--- config.mk ---
export PLATFORM = sky130hd
export DESIGN_NAME = frcfg_regs
export DESIGN_NICKNAME = d
export VERILOG_FILES = /design/src/inc/frcfg_pkg.sv /design/src/hdl/frcfg_regs.sv /design/src/hdl/frcfg_cfg_field.sv /design/src/hdl/frcfg_record_ptr.sv
export SDC_FILE = /design/constraint.sdc
export NUM_CORES = 1
export LEC_CHECK = 0
export ABC_AREA = 1
export BUFFER_PORTS_ARGS = -buffer_cell sky130_fd_sc_hd__buf_2
export CORE_AREA = 5 5 77 79
export CTS_BUF_LIST = sky130_fd_sc_hd__clkbuf_8
export CTS_CLUSTER_SIZE = 8
export DETAILED_ROUTE_END_ITERATION = 7
export DIE_AREA = 0 0 82 84
export PLACE_DENSITY = 0.7
export RECOVER_POWER = 25
export SYNTH_ARGS = -nofsm -noshare
export SYNTH_HDL_FRONTEND = slang
export SYNTH_SLANG_ARGS = --single-unit
--- constraint.sdc ---
create_clock -name ref_clk -period 1.6 [get_ports ref_clk]
set_clock_uncertainty 0.05 [all_clocks]
set_input_delay 0.24 -clock ref_clk [delete_from_list [all_inputs] [get_ports ref_clk]]
set_output_delay 0.24 -clock ref_clk [all_outputs]
set_load 0.05 [all_outputs]
--- src/inc/frcfg_pkg.sv ---
// Purpose: Constants for the fault record and chip bus config bank
// Assumes: 8-bit register offsets on the management register port
// Notes:   Values here are shared by design and bench
`default_nettype none
package frcfg_pkg;
   localparam logic [7:0] OFF_CHIP_ADDR   = 8'h56;
   localparam logic [7:0] OFF_BUS_FAULT   = 8'h57;
   localparam logic [7:0] OFF_SEQ_FAULT   = 8'h5e;
   localparam logic [7:0] OFF_LIM_STAT5   = 8'hf0;
   localparam logic [7:0] OFF_NEXT_PTR    = 8'hf1;
   localparam logic [7:0] OFF_REVISION    = 8'hf5;
   localparam logic [7:0] OFF_GPI_STAT    = 8'he8;
   localparam logic [7:0] PTR_EMPTY       = 8'h80;
   localparam logic [7:0] PTR_LAST        = 8'hf8;
   localparam logic [7:0] PTR_FULL        = 8'h00;
   localparam logic [7:0] PTR_STEP        = 8'h08;
   localparam logic [3:0] ADDR_RESET      = 4'h1;
   localparam logic [3:0] ADDR_BROADCAST  = 4'h0;
   localparam logic [5:0] TARGET_RESET    = 6'h00;
   // Arbitrary neutral identity values
   localparam logic [3:0] FAMILY_CODE     = 4'h5;
   localparam logic [3:0] HW_REVISION     = 4'h1;
   localparam int         ADDR_W          = 4;
   localparam int         STATE_W         = 6;
endpackage
`default_nettype wire

--- src/hdl/frcfg_regs.sv ---
// Purpose: Register bank for fault record status and chip bus config
// Assumes: Byte-wide register port synchronous to ref_clk
// Notes:   Read data is registered, one cycle after the read strobe
`timescale 1ns/1ps
`default_nettype none
module frcfg_regs (
   input  wire logic        ref_clk,
   input  wire logic        rst_n,
   input  wire logic        clk_en,
   input  wire logic [7:0]  reg_addr,
   input  wire logic        reg_wr,
   input  wire logic        reg_rd,
   input  wire logic [7:0]  reg_wdata,
   output logic      [7:0]  reg_rdata,
   output logic             reg_rvalid,
   input  wire logic        dual_input5_logic_level,
   input  wire logic        dual_input5_limit_flag,
   input  wire logic        dual_input4_limit_flag,
   input  wire logic        dual_input3_limit_flag,
   input  wire logic        record_stored,
   input  wire logic        bus_fault,
   input  wire logic        sequence_fault,
   output logic      [3:0]  chip_bus_node_address,
   output logic             chip_bus_addr_valid,
   output logic             seq_jump,
   output logic      [5:0]  seq_jump_state,
   output logic             record_area_full
);
   typedef struct packed {
      logic [7:0] rdata;
      logic       rvalid;
      logic [3:0] node_addr;
      logic       addr_valid;
      logic       jump;
      logic [5:0] jump_state;
      logic       full;
   } frcfg_state_t;

   frcfg_state_t s_q;
   frcfg_state_t s_d;

   logic [frcfg_pkg::ADDR_W-1:0]  addr_field;
   logic [frcfg_pkg::STATE_W-1:0] bus_target;
   logic [frcfg_pkg::STATE_W-1:0] seq_target;
   logic [7:0]                    ptr;
   logic                          ptr_full;
   logic                          wr_addr;
   logic                          wr_bus;
   logic                          wr_seq;

   // Only the three config offsets accept writes
   always_comb begin
      wr_addr = 1'b0;
      wr_bus  = 1'b0;
      wr_seq  = 1'b0;
      if (reg_wr && reg_addr == frcfg_pkg::OFF_CHIP_ADDR) begin
         wr_addr = 1'b1;
      end else if (reg_wr && reg_addr == frcfg_pkg::OFF_BUS_FAULT) begin
         wr_bus = 1'b1;
      end else if (reg_wr && reg_addr == frcfg_pkg::OFF_SEQ_FAULT) begin
         wr_seq = 1'b1;
      end
   end

   // Address comes from the register only, never the pin straps
   frcfg_cfg_field #(
      .W   (frcfg_pkg::ADDR_W),
      .RST (frcfg_pkg::ADDR_RESET)
   ) u_addr (
      .ref_clk (ref_clk),
      .rst_n   (rst_n),
      .clk_en  (clk_en),
      .wr_en   (wr_addr),
      .wr_data (reg_wdata[frcfg_pkg::ADDR_W-1:0]),
      .field_q (addr_field)
   );

   frcfg_cfg_field #(
      .W   (frcfg_pkg::STATE_W),
      .RST (frcfg_pkg::TARGET_RESET)
   ) u_bus (
      .ref_clk (ref_clk),
      .rst_n   (rst_n),
      .clk_en  (clk_en),
      .wr_en   (wr_bus),
      .wr_data (reg_wdata[frcfg_pkg::STATE_W-1:0]),
      .field_q (bus_target)
   );

   frcfg_cfg_field #(
      .W   (frcfg_pkg::STATE_W),
      .RST (frcfg_pkg::TARGET_RESET)
   ) u_seq (
      .ref_clk (ref_clk),
      .rst_n   (rst_n),
      .clk_en  (clk_en),
      .wr_en   (wr_seq),
      .wr_data (reg_wdata[frcfg_pkg::STATE_W-1:0]),
      .field_q (seq_target)
   );

   frcfg_record_ptr u_ptr (
      .ref_clk       (ref_clk),
      .rst_n         (rst_n),
      .clk_en        (clk_en),
      .record_stored (record_stored),
      .ptr_q         (ptr),
      .full_q        (ptr_full)
   );

   always_comb begin
      s_d        = s_q;
      s_d.rvalid = 1'b0;
      s_d.jump   = 1'b0;
      if (reg_rd) begin
         s_d.rvalid = 1'b1;
         s_d.rdata  = 8'h00;
         if (reg_addr == frcfg_pkg::OFF_CHIP_ADDR) begin
            s_d.rdata = {4'h0, addr_field};
         end else if (reg_addr == frcfg_pkg::OFF_BUS_FAULT) begin
            s_d.rdata = {2'b00, bus_target};
         end else if (reg_addr == frcfg_pkg::OFF_SEQ_FAULT) begin
            s_d.rdata = {2'b00, seq_target};
         end else if (reg_addr == frcfg_pkg::OFF_GPI_STAT) begin
            s_d.rdata = {7'h00, dual_input5_logic_level};
         end else if (reg_addr == frcfg_pkg::OFF_LIM_STAT5) begin
            s_d.rdata = {5'h00, dual_input5_limit_flag,
                         dual_input4_limit_flag,
                         dual_input3_limit_flag};
         end else if (reg_addr == frcfg_pkg::OFF_NEXT_PTR) begin
            s_d.rdata = ptr;
         end else if (reg_addr == frcfg_pkg::OFF_REVISION) begin
            s_d.rdata = {frcfg_pkg::FAMILY_CODE,
                         frcfg_pkg::HW_REVISION};
         end
      end
      s_d.node_addr = addr_field;
      // Broadcast value or out-of-range never claims a node slot
      s_d.addr_valid = (addr_field != frcfg_pkg::ADDR_BROADCAST)
                    && (addr_field <= 4'h4);
      // Bus fault wins when both arrive together
      if (bus_fault) begin
         s_d.jump       = 1'b1;
         s_d.jump_state = bus_target;
      end else if (sequence_fault) begin
         s_d.jump       = 1'b1;
         s_d.jump_state = seq_target;
      end
      s_d.full = ptr_full;
      if (!clk_en) begin
         s_d = s_q;
      end
   end

   always_ff @(posedge ref_clk or negedge rst_n) begin
      if (!rst_n) begin
         s_q <= '0;
      end else begin
         s_q <= s_d;
      end
   end

   assign reg_rdata             = s_q.rdata;
   assign reg_rvalid            = s_q.rvalid;
   assign chip_bus_node_address = s_q.node_addr;
   assign chip_bus_addr_valid   = s_q.addr_valid;
   assign seq_jump              = s_q.jump;
   assign seq_jump_state        = s_q.jump_state;
   assign record_area_full      = s_q.full;
endmodule
`default_nettype wire

--- src/hdl/frcfg_cfg_field.sv ---
// Purpose: One read/write config field with reset value
// Assumes: Write strobe synchronous to ref_clk
// Notes:   Upper byte bits are reserved and not stored
`timescale 1ns/1ps
`default_nettype none
module frcfg_cfg_field #(
   parameter int              W   = 4,
   parameter logic [W-1:0]    RST = '0
) (
   input  wire logic          ref_clk,
   input  wire logic          rst_n,
   input  wire logic          clk_en,
   input  wire logic          wr_en,
   input  wire logic [W-1:0]  wr_data,
   output logic      [W-1:0]  field_q
);
   typedef struct packed {
      logic [W-1:0] val;
   } frcfg_field_t;
   frcfg_field_t s_q;
   frcfg_field_t s_d;
   always_comb begin
      s_d = s_q;
      if (clk_en && wr_en) begin
         s_d.val = wr_data;
      end
   end
   always_ff @(posedge ref_clk or negedge rst_n) begin
      if (!rst_n) begin
         s_q.val <= RST;
      end else begin
         s_q <= s_d;
      end
   end
   assign field_q = s_q.val;
endmodule
`default_nettype wire

--- src/hdl/frcfg_record_ptr.sv ---
// Purpose: Next free fault record slot pointer
// Assumes: One store strobe per record written
// Notes:   Saturates when the record area is full
`timescale 1ns/1ps
`default_nettype none
module frcfg_record_ptr (
   input  wire logic        ref_clk,
   input  wire logic        rst_n,
   input  wire logic        clk_en,
   input  wire logic        record_stored,
   output logic      [7:0]  ptr_q,
   output logic             full_q
);
   typedef struct packed {
      logic [7:0] ptr;
      logic       full;
   } frcfg_ptr_t;
   frcfg_ptr_t s_q;
   frcfg_ptr_t s_d;
   always_comb begin
      s_d = s_q;
      if (clk_en && record_stored && !s_q.full) begin
         if (s_q.ptr == frcfg_pkg::PTR_LAST) begin
            s_d.ptr  = frcfg_pkg::PTR_FULL;
            s_d.full = 1'b1;
         end else begin
            s_d.ptr = s_q.ptr + frcfg_pkg::PTR_STEP;
         end
      end
   end
   // Full holds the pointer; no wrap back to the empty value
   always_ff @(posedge ref_clk or negedge rst_n) begin
      if (!rst_n) begin
         s_q.ptr  <= frcfg_pkg::PTR_EMPTY;
         s_q.full <= 1'b0;
      end else begin
         s_q <= s_d;
      end
   end
   assign ptr_q  = s_q.ptr;
   assign full_q = s_q.full;
endmodule
`default_nettype wire

=== Yosys cells after proc, flatten, opt, wreduce, memory -nomap -nowiden ===
Cells that the tools add are included.

* Add/sub/neg operators: 1
* $lt $le $gt $ge: 1
* Equality and inequality tests: 8
* Muxes and demuxes: 17
* Reductions and logical operators: 15

{| class="wikitable"
|+ Operator list
! operator !! count
|-
| $mux W8 || 7
|-
| $eq A8 B8 Y1 const B || 5
|-
| $eq A8 B7 Y1 const B || 3
|-
| $mux W7 || 3
|-
| $logic_and A1 B1 Y1 || 9
|-
| $add A8 B4 Y8 const B || 1
|-
| $mux W1 || 7
|-
| $reduce_and A2 Y1 || 3
|-
| $le A4 B3 Y1 const B || 1
|-
| $reduce_bool A4 Y1 || 1
|-
| $reduce_bool A2 Y1 || 1
|-
| $logic_not A1 Y1 || 1
|}

* Register bits after elaboration: 47
* Input port bits: 28
* Output and inout bits: 22

=== Longest topological paths before layout ===
* Depth in word-level cells: 8
* Mapped depth: 10
* Depth with buffers taken out: 9

=== Modules after synthesis ===
A second synthesis with hierarchy kept.

* Cells, all modules: 291
* Area, all modules: 2287.2 um^2

{| class="wikitable"
|+ Modules (own cells, without submodules)
! module !! instances !! cells each !! area each (um^2) !! seq. area each (um^2)
|-
| frcfg_regs || 1 || 183 || 1323.8 || 550.5
|-
| frcfg_cfg_field at u_bus ... || 2 || 25 || 231.5 || 150.1
|-
| frcfg_record_ptr || 1 || 41 || 342.8 || 151.4
|-
| frcfg_cfg_field at u_addr || 1 || 17 || 157.7 || 101.3
|}

=== Worst setup path after synthesis ===
OpenSTA, ideal clock, no wires.

* Path type: input -> register
* From: in reg_addr[0]
* To: reg u_seq.s_q, in the netlist u_seq.field_q[2]
* Setup time: 0.119 ns
* Arrival: 1.007 ns
* Required time: 1.431 ns
* Setup slack: 0.424 ns
* Stages on the path: 7
* Path through: inv_2 -> nand2_1 -> nor3_4 -> nand3_2 -> buf_6 -> nand2_2 -> o21ai_2

* Word-level cells in the longest chain between the ends: 6

{| class="wikitable"
|+ RTL lines
! element !! line !! source
|-
| start: declaration || frcfg_regs.sv:10 || <nowiki>input wire logic [7:0] reg_addr,</nowiki>
|-
| $eq A8 B7 Y1 || frcfg_regs.sv:60 || <nowiki>end else if (reg_wr && reg_addr == frcfg_pkg::OFF_SEQ_FAULT) begin</nowiki>
|-
| $logic_and A1 B1 Y1 || frcfg_regs.sv:60 ||
|-
| $mux W1 || frcfg_regs.sv:60 ||
|-
| $mux W1 || frcfg_regs.sv:58 || <nowiki>end else if (reg_wr && reg_addr == frcfg_pkg::OFF_BUS_FAULT) begin</nowiki>
|-
| $mux W1 * || frcfg_regs.sv:56 || <nowiki>if (reg_wr && reg_addr == frcfg_pkg::OFF_CHIP_ADDR) begin</nowiki>
|-
| $logic_and A1 B1 Y1 * || frcfg_cfg_field.sv:24 || <nowiki>if (clk_en && wr_en) begin</nowiki>
|-
| end: declaration || frcfg_cfg_field.sv:20 || <nowiki>frcfg_field_t s_q;</nowiki>
|}

Every way passes the cells marked *; elsewhere a longest branch is shown, timed or not.
A chain may end at the register's enable or synchronous reset.

=== Worst setup path in the final report ===
* From: in clk_en
* To: reg s_q, in the netlist reg_rdata[0]

* Word-level cells in the longest chain between the ends: 1

{| class="wikitable"
|+ RTL lines
! element !! line !! source
|-
| start: declaration || frcfg_regs.sv:9 || <nowiki>input wire logic clk_en,</nowiki>
|-
| $reduce_and A2 Y1 (no source line) || - ||
|-
| end signal: assignment || frcfg_regs.sv:157 || <nowiki>s_q <= '0;</nowiki>
|-
| end signal: assignment || frcfg_regs.sv:159 || <nowiki>s_q <= s_d;</nowiki>
|-
| end: declaration || frcfg_regs.sv:39 || <nowiki>frcfg_state_t s_q;</nowiki>
|}

Every way passes these cells.

==> summary.txt <==
Status
  – Outcome: finished, final reports clean

Finish
  – Area Overhead vs Synth: 19.58%
  – Layout cell share with drive strength beyond 1: 30.19%
  – # diodes: 0
  – Post-layout nets: 346
  – Filler cells: between 500 and 600

Clocking
  – Root buf cell: clkbuf_8
  – Post-CTS sizing: 0
  – Worst skew pair latency: a little under 0.3 ns
  – CTS Buf Count: 5
  – CTS clk-pin slew, worst paths: roughly 0.08 ns
  – CTS tree: done
  – Clock Path Buffers: 2
  – Cts hold-fix bufs: 1
  – Clock sinks: 44
  – Postcts setup bufs: 0
  – H-Tree Level Count: 2

Floorplanning
  – Total die area: about 0.007 mm^2
  – Ports: 50
  – Die Wd: 82 um
  – Core Box Area: 0.005270 mm^2
  – Row count: 27
  – Initial core utilization: 42.31%
  – Die span in y: between 80 and 90 um

Placed design
  – GP Congestion: 0.8151
  – PortBufs: 47
  – HPWL after DPL: 3.735 mm

STA
  – Final min period: 1.280 ns
  – Slew Viols, Final: 0
  – Max frequency: 781.3 MHz
  – Least-Margin Pin Slew: 0.5098 ns
  – Period utilization: 80.00%
  – Setup TNS: 0 ns
  – RSZ-0062 raised after global routing: false
  – Slew HR: 66.01%
  – Count of final setup violators: 0
  – Endpoints failing hold: 0

Global route
  – Initial antenna violation count: 0
  – Total GRT Usage: 15.15%
  – Grt total ovfl: 0
  – Vias in the first global route: 1775
  – Largest net degree at the start of global routing: 30
  – First-pass GRT wire length: 8.211 mm

Pwr
  – Static Leakage: 1.423 nW
  – Peak supply drop: 261.8 uV
  – Total power: between 2 and 2.5 mW
  – Pwr Density: a little over 800 mW/mm^2

Setup path
  – Critical path class: in -> reg
  – Worst path arrival time: ~1.4 ns
  – Setup crit end kind: register
  – Worst r2r src: u_ptr.full_q
  – Worst setup SP type: input pin
  – Crit path from: clk_en
  – Largest fanout on the critical path: 9
  – Required time of the critical path: 1.75 ns

Synthesis
  – Mean Syn Cell Area: 8.478 um^2
  – Post-synthesis register bit count: 44
  – Synth Cell Area: 0.002230 mm^2
  – Synth Flop Type: dfrtp_1
  – Most frequent cell after synthesis: nand2_1
  – Share of flip-flops with an asynchronous set or reset: 100.0%
  – Synth top cells by count: nand2_1 (70), dfrtp_1 (42), inv_1 (29)
  – Top area cells in the synthesized netlist: dfrtp_1 (47%), nand2_1 (12%), o21ai_0 (4.9%)
  – Post-synth top area share: a little under half
  – Seq/Total Area, Yosys: 49.49%
  – Synthesis Warnings: 0
  – Cell count after synthesis: around 260
  – Leading area contributor after synthesis: dfrtp_1
  – EDFF count, synth: 0
  – Synth Net Count: 292
  – Distinct cell type count after synthesis: 32

Routing
  – DR WL/cell: 12.16 um
  – DRT Pass-1 Iters: 4
  – DR iter-0 viols: 81
  – Vias: 1830
  – Vias per cell: 4.692
  – Antenna Violating Nets Remaining: 0
  – Drt drc: 0
  – Detailed Route WL: 4.743 mm

Hold path
  – Hold Path Class: in -> reg
  – Hold path start: reg_wdata[5]

Flow run
  – Max_cap viols: 0
-- routing by layer --
layer  GRT usage (%)  part of all wire [%]
met1           19.73                    46
met2           23.66                    46
met3           4.320                   5.1
met4           5.438                   2.5
met5               0                     0
-- registers in the layout, summed over array words and instances, names as in the netlist --
name	cells
seq_jump_state	6
u_ptr.ptr_q	5
u_bus.field_q	6
chip_bus_node_address	4
reg_rdata	8
u_ptr.full_q	1
record_area_full	1
chip_bus_addr_valid	1
reg_rvalid	1
u_seq.field_q	6
u_addr.field_q	4
seq_jump	1
-- through the flow --
step / hold slack [ns] / cells / util [%] / area (um^2) / setup slack (ns)
floorplan: -0.1056 / 263 / - / 2230 / 0.4236
global placement: 0.1265 / 381 / 48.79 / 2571 / 0.1439
detailed placement: 0.1267 / 381 / 48.79 / 2571 / 0.1037
CTS: 0.1645 / 390 / 50.69 / 2671 / 0.3377
global route: 0.1800 / 390 / 50.59 / 2666 / 0.1631
finish: 0.1731 / 390 / 50.59 / 2666 / 0.3200
-- final cells by class --
cell class	count	area (um^2)	share of cell area [%]
Clock buffer	6	82.58	3.097
Tap cell	72	90.09	3.379
Inverter	34	127.6	4.786
Sequential cell	44	1104	41.39
Timing Repair Buffer	54	310.3	11.64
Clock inverter	2	7.507	0.2816
Multi-Input combinational cell	178	944.7	35.43
-- logic make-up after synthesis --
kind of cell | after synthesis | synth area share, %
AND/OR/NAND/NOR | 129 | 27.78
AO/OA/AOI/OAI | 43 | 12.01
XOR/XNOR | 4 | 1.571
multiplexers | 1 | 0.4490
buffers and inverters | 41 | 8.136
flip-flops | 44 | 49.50
adder cells (fa/ha/maj) | 1 | 0.5611
-- placed cells by master, fill, tap and decap left out, types with 2 or more instances in the layout --
master	count
o21ai_0	22
o21ai_1	6
inv_2	4
dfstp_2	2
buf_12	2
buf_4	3
nand2_1	70
nand3_1	19
nor2_2	3
buf_2	46
nand3b_1	2
o31ai_1	2
nand2_2	11
inv_1	31
dfrtp_1	42
nor3_4	2
nor3_1	2
clkbuf_8	6
nor2_1	13
o21ai_2	12
xor2_1	4
clkbuf_1	2
-- where the power goes --
group	internal [mW]	total (mW)	switching, mW
registers	1.15	1.17	0.0228
clock network	0.340	0.702	0.363
logic	0.0910	0.327	0.236
total	1.58	2.20	0.621
-- worst max-delay path, stage by stage --
cell and delay, ns:
clkbuf_1 0.39, nand2_1 0.27, inv_1 0.23, nand2_1 0.07, inv_1 0.05, nand4_1 0.08, nand2_1 0.06, inv_1 0.03
-- path summary, 6_finish.rpt --
check	endpoint	slack [ns]	cells after the start
worst max-delay path	reg_rdata[0]	0.32	8
worst min-delay path	u_bus.field_q[5]	0.17	3
worst max register to register	u_ptr.ptr_q[7]	0.33	6
worst min register to register	chip_bus_node_address[0]	0.42	2
max in group asynchronous	u_addr.field_q[0]	0.61	3
min in group asynchronous	record_area_full	0.34	2
No activity file was read; power rests on OpenSTA's default activity.
